--- src/core/timer16_oc_consts.vh ---
/*
 * constants for the 16-bit timer output compare block: register offsets,
 * field positions, mode codes and reset values.
 * assumes a classic wishbone slave with 32-bit data, byte addresses.
 */
//
// Overview of operation
// counter compared each channel, flag next tick
// enabled flag requests irq, cleared by ack/one
// channel a may define counter top
// pwm modes double buffer, normal/ctc direct
// cpu writes buffer or active register
// compare value changes only by cpu writes
// high byte staged, low write commits both
// force strobe updates output, no flag/clear
// counter write blocks matches next tick
// software avoids writing top in pwm
// output latch survives waveform mode changes
// output action unbuffered, used next match
// reset clears every output latch
// nonzero action overrides port value on pin
// output action never touches input capture
// action zero leaves latch unchanged
// action bits never alter counting sequence
// normal mode counts up, wraps to zero
// normal overflow flag set when zero, hardware-set only
// ctc clears on compare a or capture
// counter writable anytime in normal mode
// cpu counter write beats clear or count
// ctc overflow flag set on max rollover
// matches, counts, flags only on tick enable
`ifndef TIMER16_OC_CONSTS_VH
`define TIMER16_OC_CONSTS_VH

// ------------------------------------------------------------
// register word addresses (byte address bits [4:2])
// ------------------------------------------------------------
`define REG_TIMER_CONTROL_A 3'h0
`define REG_TIMER_CONTROL_C 3'h1
`define REG_TIMER_COUNT 3'h2
`define REG_COMPARE_VALUE_A 3'h3
`define REG_COMPARE_VALUE_B 3'h4
`define REG_CAPTURE_VALUE 3'h5
`define REG_TIMER_FLAG 3'h6
`define REG_TIMER_IRQ_MASK 3'h7

// ------------------------------------------------------------
// field positions
// ------------------------------------------------------------
`define CTLA_WGM_LSB 0
`define CTLA_WGM_MSB 3
`define CTLA_ACT_A_LSB 4
`define CTLA_ACT_A_MSB 5
`define CTLA_ACT_B_LSB 6
`define CTLA_ACT_B_MSB 7
`define CTLA_PORT_A_BIT 8
`define CTLA_PORT_B_BIT 9
`define CTLA_DIR_A_BIT 10
`define CTLA_DIR_B_BIT 11
`define CTLC_FORCE_A_BIT 0
`define CTLC_FORCE_B_BIT 1
`define FLAG_OVF_BIT 0
`define FLAG_CMP_A_BIT 1
`define FLAG_CMP_B_BIT 2
`define CV_LOW_LANE 0
`define CV_HIGH_LANE 1

// ------------------------------------------------------------
// waveform modes and output actions
// ------------------------------------------------------------
`define WGM_NORMAL 4'h0
`define WGM_CTC_CMP 4'h4
`define WGM_CTC_CAP 4'hc
`define ACT_NONE 2'h0
`define ACT_TOGGLE 2'h1
`define ACT_CLEAR 2'h2
`define ACT_SET 2'h3

// ------------------------------------------------------------
// reset values
// ------------------------------------------------------------
`define RST_WORD16 16'h0000
`define RST_BYTE 8'h00
`define COUNT_MAX 16'hffff
`define COUNT_ONE 16'h0001

`endif

--- src/core/timer16_output_compare_waveform.v ---
/*
 * output compare part of a 16-bit timer: comparators, match flags,
 * interrupt requests, staged 16-bit writes, forced compare, match
 * blocking after counter writes, output latches with pin override,
 * normal and clear-on-match counting.
 * assumes a classic wishbone master, a one-cycle tick enable from an
 * external prescaler, and an interrupt controller pulsing irq_ack.
 */
// The register addresses and register access over Wishbone were chosen for this implementation.
`timescale 1ns/1ns
`include "timer16_oc_consts.vh"

module timer16_output_compare_waveform #(
	parameter WIDTH = 16
) (
	input wire clk_i,
	input wire rst_i,
	input wire tick_i,
	input wire [2:0] adr_i,
	input wire [31:0] dat_i,
	output reg [31:0] dat_o,
	input wire [3:0] sel_i,
	input wire we_i,
	input wire cyc_i,
	input wire stb_i,
	output reg ack_o,
	input wire irq_ack_a_i,
	input wire irq_ack_b_i,
	input wire irq_ack_ovf_i,
	output reg irq_a_o,
	output reg irq_b_o,
	output reg irq_ovf_o,
	output reg pin_a_o,
	output reg pin_b_o,
	output reg pin_a_oe_o,
	output reg pin_b_oe_o
);

// ------------------------------------------------------------
// state
// ------------------------------------------------------------
reg [WIDTH-1:0] timer_count;
reg [WIDTH-1:0] compare_value [0:1];
reg [WIDTH-1:0] compare_buffer [0:1];
reg [WIDTH-1:0] capture_value;
reg [7:0] stage_high;
reg [11:0] timer_control_a;
reg [2:0] timer_flag_reg;
reg [2:0] timer_irq_mask_reg;
reg [1:0] compare_output_latch;
reg block_match;
wire [3:0] waveform_mode_select;
wire [1:0] output_action_select [0:1];
wire bus_go;
wire wr;
wire count_wr;
wire is_pwm;
wire [1:0] raw_match;
wire [1:0] match;
wire [1:0] force_compare_strobe;
wire ctc_top;
reg [WIDTH-1:0] next_count;

assign waveform_mode_select =
	timer_control_a[`CTLA_WGM_MSB:`CTLA_WGM_LSB];
assign output_action_select[0] =
	timer_control_a[`CTLA_ACT_A_MSB:`CTLA_ACT_A_LSB];
assign output_action_select[1] =
	timer_control_a[`CTLA_ACT_B_MSB:`CTLA_ACT_B_LSB];
assign bus_go = cyc_i & stb_i & ~ack_o;
assign wr = bus_go & we_i;
assign count_wr = wr && adr_i == `REG_TIMER_COUNT;
assign force_compare_strobe[0] = wr && adr_i == `REG_TIMER_CONTROL_C &&
	sel_i[0] && dat_i[`CTLC_FORCE_A_BIT];
assign force_compare_strobe[1] = wr && adr_i == `REG_TIMER_CONTROL_C &&
	sel_i[0] && dat_i[`CTLC_FORCE_B_BIT];

// every mode other than normal and the two ctc codes is a pwm mode
assign is_pwm = !(waveform_mode_select == `WGM_NORMAL ||
	waveform_mode_select == `WGM_CTC_CMP ||
	waveform_mode_select == `WGM_CTC_CAP);

// ------------------------------------------------------------
// comparators
// ------------------------------------------------------------
genvar g;
generate
	for (g = 0; g < 2; g = g + 1) begin : cmp
		// continuous equality against the active register
		assign raw_match[g] = timer_count == compare_value[g];
		// a counter write suppresses the next tick's match
		assign match[g] = raw_match[g] & tick_i & ~block_match;
	end
endgenerate

// top for ctc: channel a or capture value
assign ctc_top = tick_i & ~block_match &
	((waveform_mode_select == `WGM_CTC_CMP && raw_match[0]) ||
	(waveform_mode_select == `WGM_CTC_CAP &&
	timer_count == capture_value));

// new output level for one action code
function new_level;
	input [1:0] act;
	input cur;
	begin
		case (act)
			`ACT_TOGGLE: new_level = ~cur;
			`ACT_CLEAR: new_level = 1'b0;
			`ACT_SET: new_level = 1'b1;
			default: new_level = cur;
		endcase
	end
endfunction

// ------------------------------------------------------------
// counter next value
// ------------------------------------------------------------
// action bits are not inputs here, so they never shape counting
always @* begin
	next_count = timer_count;
	if (count_wr) begin
		next_count[7:0] = sel_i[`CV_LOW_LANE] ? dat_i[7:0] :
			timer_count[7:0];
		next_count[15:8] = sel_i[`CV_HIGH_LANE] ? dat_i[15:8] :
			timer_count[15:8];
	end else if (ctc_top)
		next_count = `RST_WORD16;
	else if (tick_i)
		next_count = timer_count + `COUNT_ONE;
end

// ------------------------------------------------------------
// counter, block, flags
// ------------------------------------------------------------
always @(posedge clk_i) begin
	if (rst_i) begin
		timer_count <= `RST_WORD16;
		block_match <= 1'b0;
		timer_flag_reg <= 3'h0;
	end else begin
		timer_count <= next_count;
		// held until a tick consumes it, so a stopped timer still blocks
		if (count_wr)
			block_match <= 1'b1;
		else if (tick_i)
			block_match <= 1'b0;
		// set beats software or acknowledge clear
		timer_flag_reg[`FLAG_CMP_A_BIT] <= match[0] |
			(timer_flag_reg[`FLAG_CMP_A_BIT] & ~irq_ack_a_i &
			~(wr && adr_i == `REG_TIMER_FLAG && sel_i[0] &&
			dat_i[`FLAG_CMP_A_BIT]));
		timer_flag_reg[`FLAG_CMP_B_BIT] <= match[1] |
			(timer_flag_reg[`FLAG_CMP_B_BIT] & ~irq_ack_b_i &
			~(wr && adr_i == `REG_TIMER_FLAG && sel_i[0] &&
			dat_i[`FLAG_CMP_B_BIT]));
		// overflow only on a counted rollover max to zero
		timer_flag_reg[`FLAG_OVF_BIT] <=
			(tick_i && !count_wr && timer_count == `COUNT_MAX) |
			(timer_flag_reg[`FLAG_OVF_BIT] & ~irq_ack_ovf_i &
			~(wr && adr_i == `REG_TIMER_FLAG && sel_i[0] &&
			dat_i[`FLAG_OVF_BIT]));
	end
end

// ------------------------------------------------------------
// compare registers and byte staging
// ------------------------------------------------------------
generate
	for (g = 0; g < 2; g = g + 1) begin : cv
		always @(posedge clk_i) begin
			if (rst_i) begin
				compare_value[g] <= `RST_WORD16;
				compare_buffer[g] <= `RST_WORD16;
			end else begin
				// low-lane write commits the staged high byte too
				if (wr && adr_i == `REG_COMPARE_VALUE_A + g &&
					sel_i[`CV_LOW_LANE]) begin
					if (is_pwm)
						compare_buffer[g] <= {stage_high,
							dat_i[7:0]};
					else
						compare_value[g] <= {stage_high,
							dat_i[7:0]};
				end
				// pwm update at bottom; the pwm counter is elsewhere
				if (is_pwm && tick_i && timer_count == `RST_WORD16)
					compare_value[g] <= compare_buffer[g];
			end
		end
	end
endgenerate

// one staging latch shared by the compare and capture value writes; counter writes use byte lanes directly
always @(posedge clk_i) begin
	if (rst_i)
		stage_high <= `RST_BYTE;
	else if (wr && sel_i[`CV_HIGH_LANE] &&
		(adr_i == `REG_COMPARE_VALUE_A ||
		adr_i == `REG_COMPARE_VALUE_B ||
		adr_i == `REG_CAPTURE_VALUE))
		stage_high <= dat_i[15:8];
end

// ------------------------------------------------------------
// control, mask, capture top
// ------------------------------------------------------------
always @(posedge clk_i) begin
	if (rst_i) begin
		timer_control_a <= 12'h000;
		timer_irq_mask_reg <= 3'h0;
		capture_value <= `RST_WORD16;
	end else if (wr) begin
		// action bits take effect immediately, unbuffered
		if (adr_i == `REG_TIMER_CONTROL_A) begin
			if (sel_i[0])
				timer_control_a[7:0] <= dat_i[7:0];
			if (sel_i[1])
				timer_control_a[11:8] <= dat_i[11:8];
		end
		if (adr_i == `REG_TIMER_IRQ_MASK && sel_i[0])
			timer_irq_mask_reg <= dat_i[2:0];
		// capture value only holds a top here, no capture logic
		if (adr_i == `REG_CAPTURE_VALUE && sel_i[`CV_LOW_LANE])
			capture_value <= {stage_high, dat_i[7:0]};
	end
end

// ------------------------------------------------------------
// output latches and pins
// ------------------------------------------------------------
generate
	for (g = 0; g < 2; g = g + 1) begin : ol
		// not touched by mode writes, so the level survives changes
		always @(posedge clk_i) begin
			if (rst_i)
				compare_output_latch[g] <= 1'b0;
			else if ((match[g] ||
				(force_compare_strobe[g] && !is_pwm)) && !is_pwm)
				compare_output_latch[g] <= new_level(
					output_action_select[g],
					compare_output_latch[g]);
		end
	end
endgenerate

// pins and irqs all registered; override when action nonzero
always @(posedge clk_i) begin
	if (rst_i) begin
		pin_a_o <= 1'b0;
		pin_b_o <= 1'b0;
		pin_a_oe_o <= 1'b0;
		pin_b_oe_o <= 1'b0;
		irq_a_o <= 1'b0;
		irq_b_o <= 1'b0;
		irq_ovf_o <= 1'b0;
	end else begin
		pin_a_o <= (output_action_select[0] != `ACT_NONE) ?
			compare_output_latch[0] :
			timer_control_a[`CTLA_PORT_A_BIT];
		pin_b_o <= (output_action_select[1] != `ACT_NONE) ?
			compare_output_latch[1] :
			timer_control_a[`CTLA_PORT_B_BIT];
		pin_a_oe_o <= timer_control_a[`CTLA_DIR_A_BIT];
		pin_b_oe_o <= timer_control_a[`CTLA_DIR_B_BIT];
		irq_a_o <= timer_flag_reg[`FLAG_CMP_A_BIT] &
			timer_irq_mask_reg[`FLAG_CMP_A_BIT] & ~irq_ack_a_i;
		irq_b_o <= timer_flag_reg[`FLAG_CMP_B_BIT] &
			timer_irq_mask_reg[`FLAG_CMP_B_BIT] & ~irq_ack_b_i;
		irq_ovf_o <= timer_flag_reg[`FLAG_OVF_BIT] &
			timer_irq_mask_reg[`FLAG_OVF_BIT] & ~irq_ack_ovf_i;
	end
end

// ------------------------------------------------------------
// wishbone slave: one registered ack a cycle after the request, zero for unmapped lanes
// ------------------------------------------------------------
always @(posedge clk_i) begin
	if (rst_i) begin
		ack_o <= 1'b0;
		dat_o <= 32'h00000000;
	end else begin
		ack_o <= bus_go;
		dat_o <= 32'h00000000;
		if (bus_go && !we_i) begin
			case (adr_i)
				`REG_TIMER_CONTROL_A: dat_o[11:0] <= timer_control_a;
				`REG_TIMER_COUNT: dat_o[15:0] <= timer_count;
				// reads the buffer in pwm modes, never the latch
				`REG_COMPARE_VALUE_A: dat_o[15:0] <= is_pwm ?
					compare_buffer[0] : compare_value[0];
				`REG_COMPARE_VALUE_B: dat_o[15:0] <= is_pwm ?
					compare_buffer[1] : compare_value[1];
				`REG_CAPTURE_VALUE: dat_o[15:0] <= capture_value;
				`REG_TIMER_FLAG: dat_o[2:0] <= timer_flag_reg;
				`REG_TIMER_IRQ_MASK: dat_o[2:0] <= timer_irq_mask_reg;
				default: dat_o <= 32'h00000000;
			endcase
		end
	end
end

endmodule // timer16_output_compare_waveform

--- config.mk ---
export PLATFORM = sky130hd
export DESIGN_NAME = timer16_output_compare_waveform
export DESIGN_NICKNAME = d
export VERILOG_FILES = /design/src/core/timer16_output_compare_waveform.v
export VERILOG_INCLUDE_DIRS = /design/src /design/src/core
export SDC_FILE = /design/constraint.sdc
export NUM_CORES = 1
export LEC_CHECK = 0
export ABC_AREA = 1
export BUFFER_PORTS_ARGS = -buffer_cell sky130_fd_sc_hd__buf_2
export CAP_MARGIN = 15
export CORE_AREA = 2 2 133 135
export CTS_CLUSTER_SIZE = 8
export DETAILED_ROUTE_END_ITERATION = 10
export DIE_AREA = 0 0 135 137
export PLACE_DENSITY = 0.72
export SYNTH_ARGS = -nofsm -noshare
export SYNTH_HDL_FRONTEND = slang
export SYNTH_SLANG_ARGS = --single-unit
--- constraint.sdc ---
create_clock -name clk_i -period 4.2 [get_ports clk_i]
set_clock_uncertainty 0.05 [all_clocks]
set_input_delay 0.21 -clock clk_i [delete_from_list [all_inputs] [get_ports clk_i]]
set_output_delay 0.21 -clock clk_i [all_outputs]
set_load 0.1 [all_outputs]
==> results.md <==
- The instance count of the mapped netlist is 1,132.
- In this run the number of H-tree levels came out at 4.
- The floorplan die height is 137 um.
- The iteration count of the initial detailed-routing pass is 6.
- Summed over all layers, the routed wires come to 26.46 mm.
- In this run, synthesis inferred 64 flip-flops with an integrated enable.
- The capturing element of the worst setup path is compare_value[1][15].
- The synthesized design contains 149 register bits.
- The signal on the critical path passes through inv_1 > o21ai_4 > nand4_1 > buf_4 > nand2_1 > o22ai_1.
- The worst setup path is launched from a flip-flop.
- In this run the remaining antenna-violating nets after routing total 0.
- After the last flow step, the layout net total stands at 1,214.
- Summing all multi-input logic gate instances after layout gives 3722 sq um.
- The HPWL reported at the end of detailed placement is 19.45 mm.
- The final critical-path setup slack is 1.370 ns.
- No sink is reached through more buffers than the 2 on the longest clock path.
- The cell accounting for the most synthesized area is sky130_fd_sc_hd__edfxtp_1.
- The peak supply drop is 0.2884 mV.
- The required time of the critical path is 4.29 ns.
- In this run the number of cells on the critical path is 6.
- The number of global-route vias before repair is 7,234.
- Among cell families on the critical path, the largest total delay comes from simple AND/OR/NAND/NOR gates.
- The synthesized area per cell is 7.369 sq um.
- In the final layout, the registers with the most flip-flops are compare_buffer (32), compare_value (32).
- The signal arrival time at the worst endpoint is 2.92 ns.
- In the final routed layout, each cell accounts on average for 18.87 um.
- The tightest min-delay check is of the in -> reg type.
- Of all flip-flops after synthesis, the portion carrying an async set or reset was 0%.
- The number of distinct library cells after synthesis is 45.
- The max-slew violation count is 0.
- The worst register-to-register path has a setup slack of 1.37 ns.
- The sort of element at the end of the critical path is a flip-flop.
- CTS placed an instance of sky130_fd_sc_hd__clkbuf_16 at the clock tree root.
- The tool flagged a number of max-cap violations equal to 0.
- The detailed router placed 7,911 vias in this run.
- The most frequent standard cell in the layout excluding fill and tap cells is sky130_fd_sc_hd__nand2_1.
- 0 antenna diodes ended up in the layout.
- In this run the tightest slew margin relative to its limit is 38.53%.
- The most frequently used flop master after synthesis is sky130_fd_sc_hd__dfxtp_1.
- Together, buffers and inverters on the worst path number 2.
- After the first detailed-routing iteration, the DRC count stood at 968.
- The number of antenna violations at the first check in global routing is 0.
- The largest individual stage delay along the critical path comes from the cell sky130_fd_sc_hd__nand4_1.
- The critical path in this run is classified as reg -> reg.
- Along the worst path, the maximum fanout reaches 39.
- In the routed design, unresolved DRC markers number 0.
- In the final layout, the share of cells above drive strength 1 is 12.23%.
- In this run the critical register-to-register path is launched from timer_control_a[3].
- Fill cells in the final layout number 1,657.
- The clock latency on the worst-skew pair is 0.44 ns.
- For this run, the top clock speed supported by timing is 353.4 MHz.
- After detailed routing, the number of vias per cell comes to 5.643.
- At the pin with the least slew margin, the transition time is 0.9194 ns.
- The flow ran to the end, and the final reports show no timing, DRC or antenna violations.
- In the post-synthesis netlist, the biggest area contributors are sky130_fd_sc_hd__edfxtp_1 23%, sky130_fd_sc_hd__dfxtp_1 20%, sky130_fd_sc_hd__nand2_1 9.9%.
- The count of buffers inserted at the top-level ports is 53.
- The largest net degree at the start of global routing is 54.
- The final weighted congestion in routability-driven placement is 0.9731.
- Setup repair after global routing left no endpoint under its margin.
- The library cells used most frequently in the layout, excluding fill and tap cells, are 221 x sky130_fd_sc_hd__nand2_1, 160 x sky130_fd_sc_hd__inv_1, 113 x sky130_fd_sc_hd__a21oi_1.
- In this run the cell area of the synthesized design comes to 8342 sq um.
- In this run the standard cell core region covers 17,060 sq um.
- The tree built by TritonCTS fans out to 149 sinks.
- The worst register-to-register path ends at compare_value[1][15].
- The floorplan step defined a die boundary enclosing 18,500 sq um.
- Yosys printed 0 warnings.
- Clock-pin slew was measured on the worst setup and hold paths at 0.06 ns.
- For this run, the share of the core covered by cells in the final layout is 54.45%.
- The sequential standard cell area is 3623 sq um.
- The largest stage delay on the critical path is 0.66 ns.
- On the final layout, the worst hold slack is 0.02176 ns.
- The overflow left after global routing is 0.
- The shortest clock period the worst path allows after layout is 2.830 ns.
- The fraction of post-synthesis cell area in the top cell type by area is 23.04%.
- The number of resized instances in the post-cts repair step is 0.
- For this configuration, the core starts out at a cell density of 48.91%.
- Compared with the post-synthesis result, the final layout area differs by 11.32%.
- The areal power density over the cells is 388.2 nW/um^2.
- At the placement stage, the worst setup path has a slack of 1.453 ns.
- After floorplanning, the core was divided into 48 placement rows.
- The depth of the worst register-to-register path is 6.
- Across every metal layer, demand over resource in global routing totals 28.80%.
- After routing, the total negative slack on setup checks comes to 0 ns.
- The register area share after synthesis is 43.44%.
- Summed over all cells, the static leakage comes to 0.004153 uW.
- The number of setup violations in the final report is 0.
- The final count of hold timing violations is 0.
- From left edge to right edge, the die measures 135 um.
- The TritonCTS clock tree is built.
- Counting the buffers created by CTS gives 17.
- The beginning of the critical path is timer_control_a[3].
- The wire length of the first global-routing pass is 39.73 mm.
- During I/O placement, the number of pins put on the boundary was 88.
- In the finished design, the share of the clock period the worst path needs comes to 67.38%.
power by group:
part | switching, uW | leakage [uW] | internal [uW]
Combinational | 307 | 0.00250 | 103
Sequential | 50.5 | 0.00135 | 1550
Clock | 648 | 0.000301 | 951
how the worst min path moves through the flow:
stage           startpoint       to  cells after the start
6_report             cyc_i    ack_o                      3
5_1_grt              cyc_i    ack_o                      3
4_1_cts              cyc_i    ack_o                      3
3_5_place_dp   irq_ack_b_i  irq_b_o                      2
3_3_place_gp   irq_ack_a_i  irq_a_o                      2
2_1_floorplan  irq_ack_a_i  irq_a_o                      1
metrics by stage:
stage	area [sq um]	power [uW]	instances
finish	9286	3605	1402
global route	9286	3706	1402
CTS	9260	3602	1400
detailed placement	8615	2023	1365
global placement	8615	2018	1365
floorplan	8398	1922	1147
layout make-up:
type	instances	share of cell area, %
multi-input cells	754	40.08
flip-flops and latches	149	39.02
inverters	177	7.208
clock buffers	20	5.147
repair buffers	65	4.029
well taps	225	3.032
clock inverters	12	1.482
logic make-up (layout without fill, tap and decap cells):
group	after synthesis	in the layout	share of synthesized area [%]
flops	149	149	43.44
simple gates	456	456	24.39
other cells	1	16	0.04495
xor+xnor	12	12	1.260
fa+ha+maj	2	2	0.2999
buf+inv	244	274	12.88
compound gates	268	268	17.68
layer usage:
metal / wire length, um / track usage [%]
met5: 0 / 0
met4: 949 / 12.85
met3: 2655 / 5.481
met2: 11780 / 44.08
met1: 11070 / 39.70
cell usage after synthesis, types with 4 or more instances:
| cell | instances |
|---|---|
| sky130_fd_sc_hd__nor2_2 | 6 |
| sky130_fd_sc_hd__nor3_1 | 14 |
| sky130_fd_sc_hd__nor2_1 | 110 |
| sky130_fd_sc_hd__nand4_1 | 15 |
| sky130_fd_sc_hd__inv_1 | 160 |
| sky130_fd_sc_hd__nor2_4 | 5 |
| sky130_fd_sc_hd__edfxtp_1 | 64 |
| sky130_fd_sc_hd__nor4_1 | 5 |
| sky130_fd_sc_hd__xnor2_1 | 5 |
| sky130_fd_sc_hd__nand2_1 | 221 |
| sky130_fd_sc_hd__clkbuf_1 | 17 |
| sky130_fd_sc_hd__nand3_1 | 64 |
| sky130_fd_sc_hd__o22ai_1 | 44 |
| sky130_fd_sc_hd__xor2_1 | 7 |
| sky130_fd_sc_hd__buf_6 | 5 |
| sky130_fd_sc_hd__dfxtp_1 | 85 |
| sky130_fd_sc_hd__a22oi_1 | 4 |
| sky130_fd_sc_hd__buf_4 | 24 |
| sky130_fd_sc_hd__inv_2 | 14 |
| sky130_fd_sc_hd__o21ai_0 | 94 |
| sky130_fd_sc_hd__a21oi_1 | 113 |
| sky130_fd_sc_hd__buf_2 | 19 |
worst reg2reg max path: cells and delay by family, from the launching register on:
family | cells | cell delay (ns)
compound gates | 2 | 0.69
flops | 1 | 0.37
simple gates | 2 | 0.81
buf+inv | 2 | 0.60
repair_timing:
item / CTS / global route
setup buffers: 0 / 0
hold endpoints to repair: 3 / 0
hold buffers: 3 / 0
(Power assumes the default switching activity.)
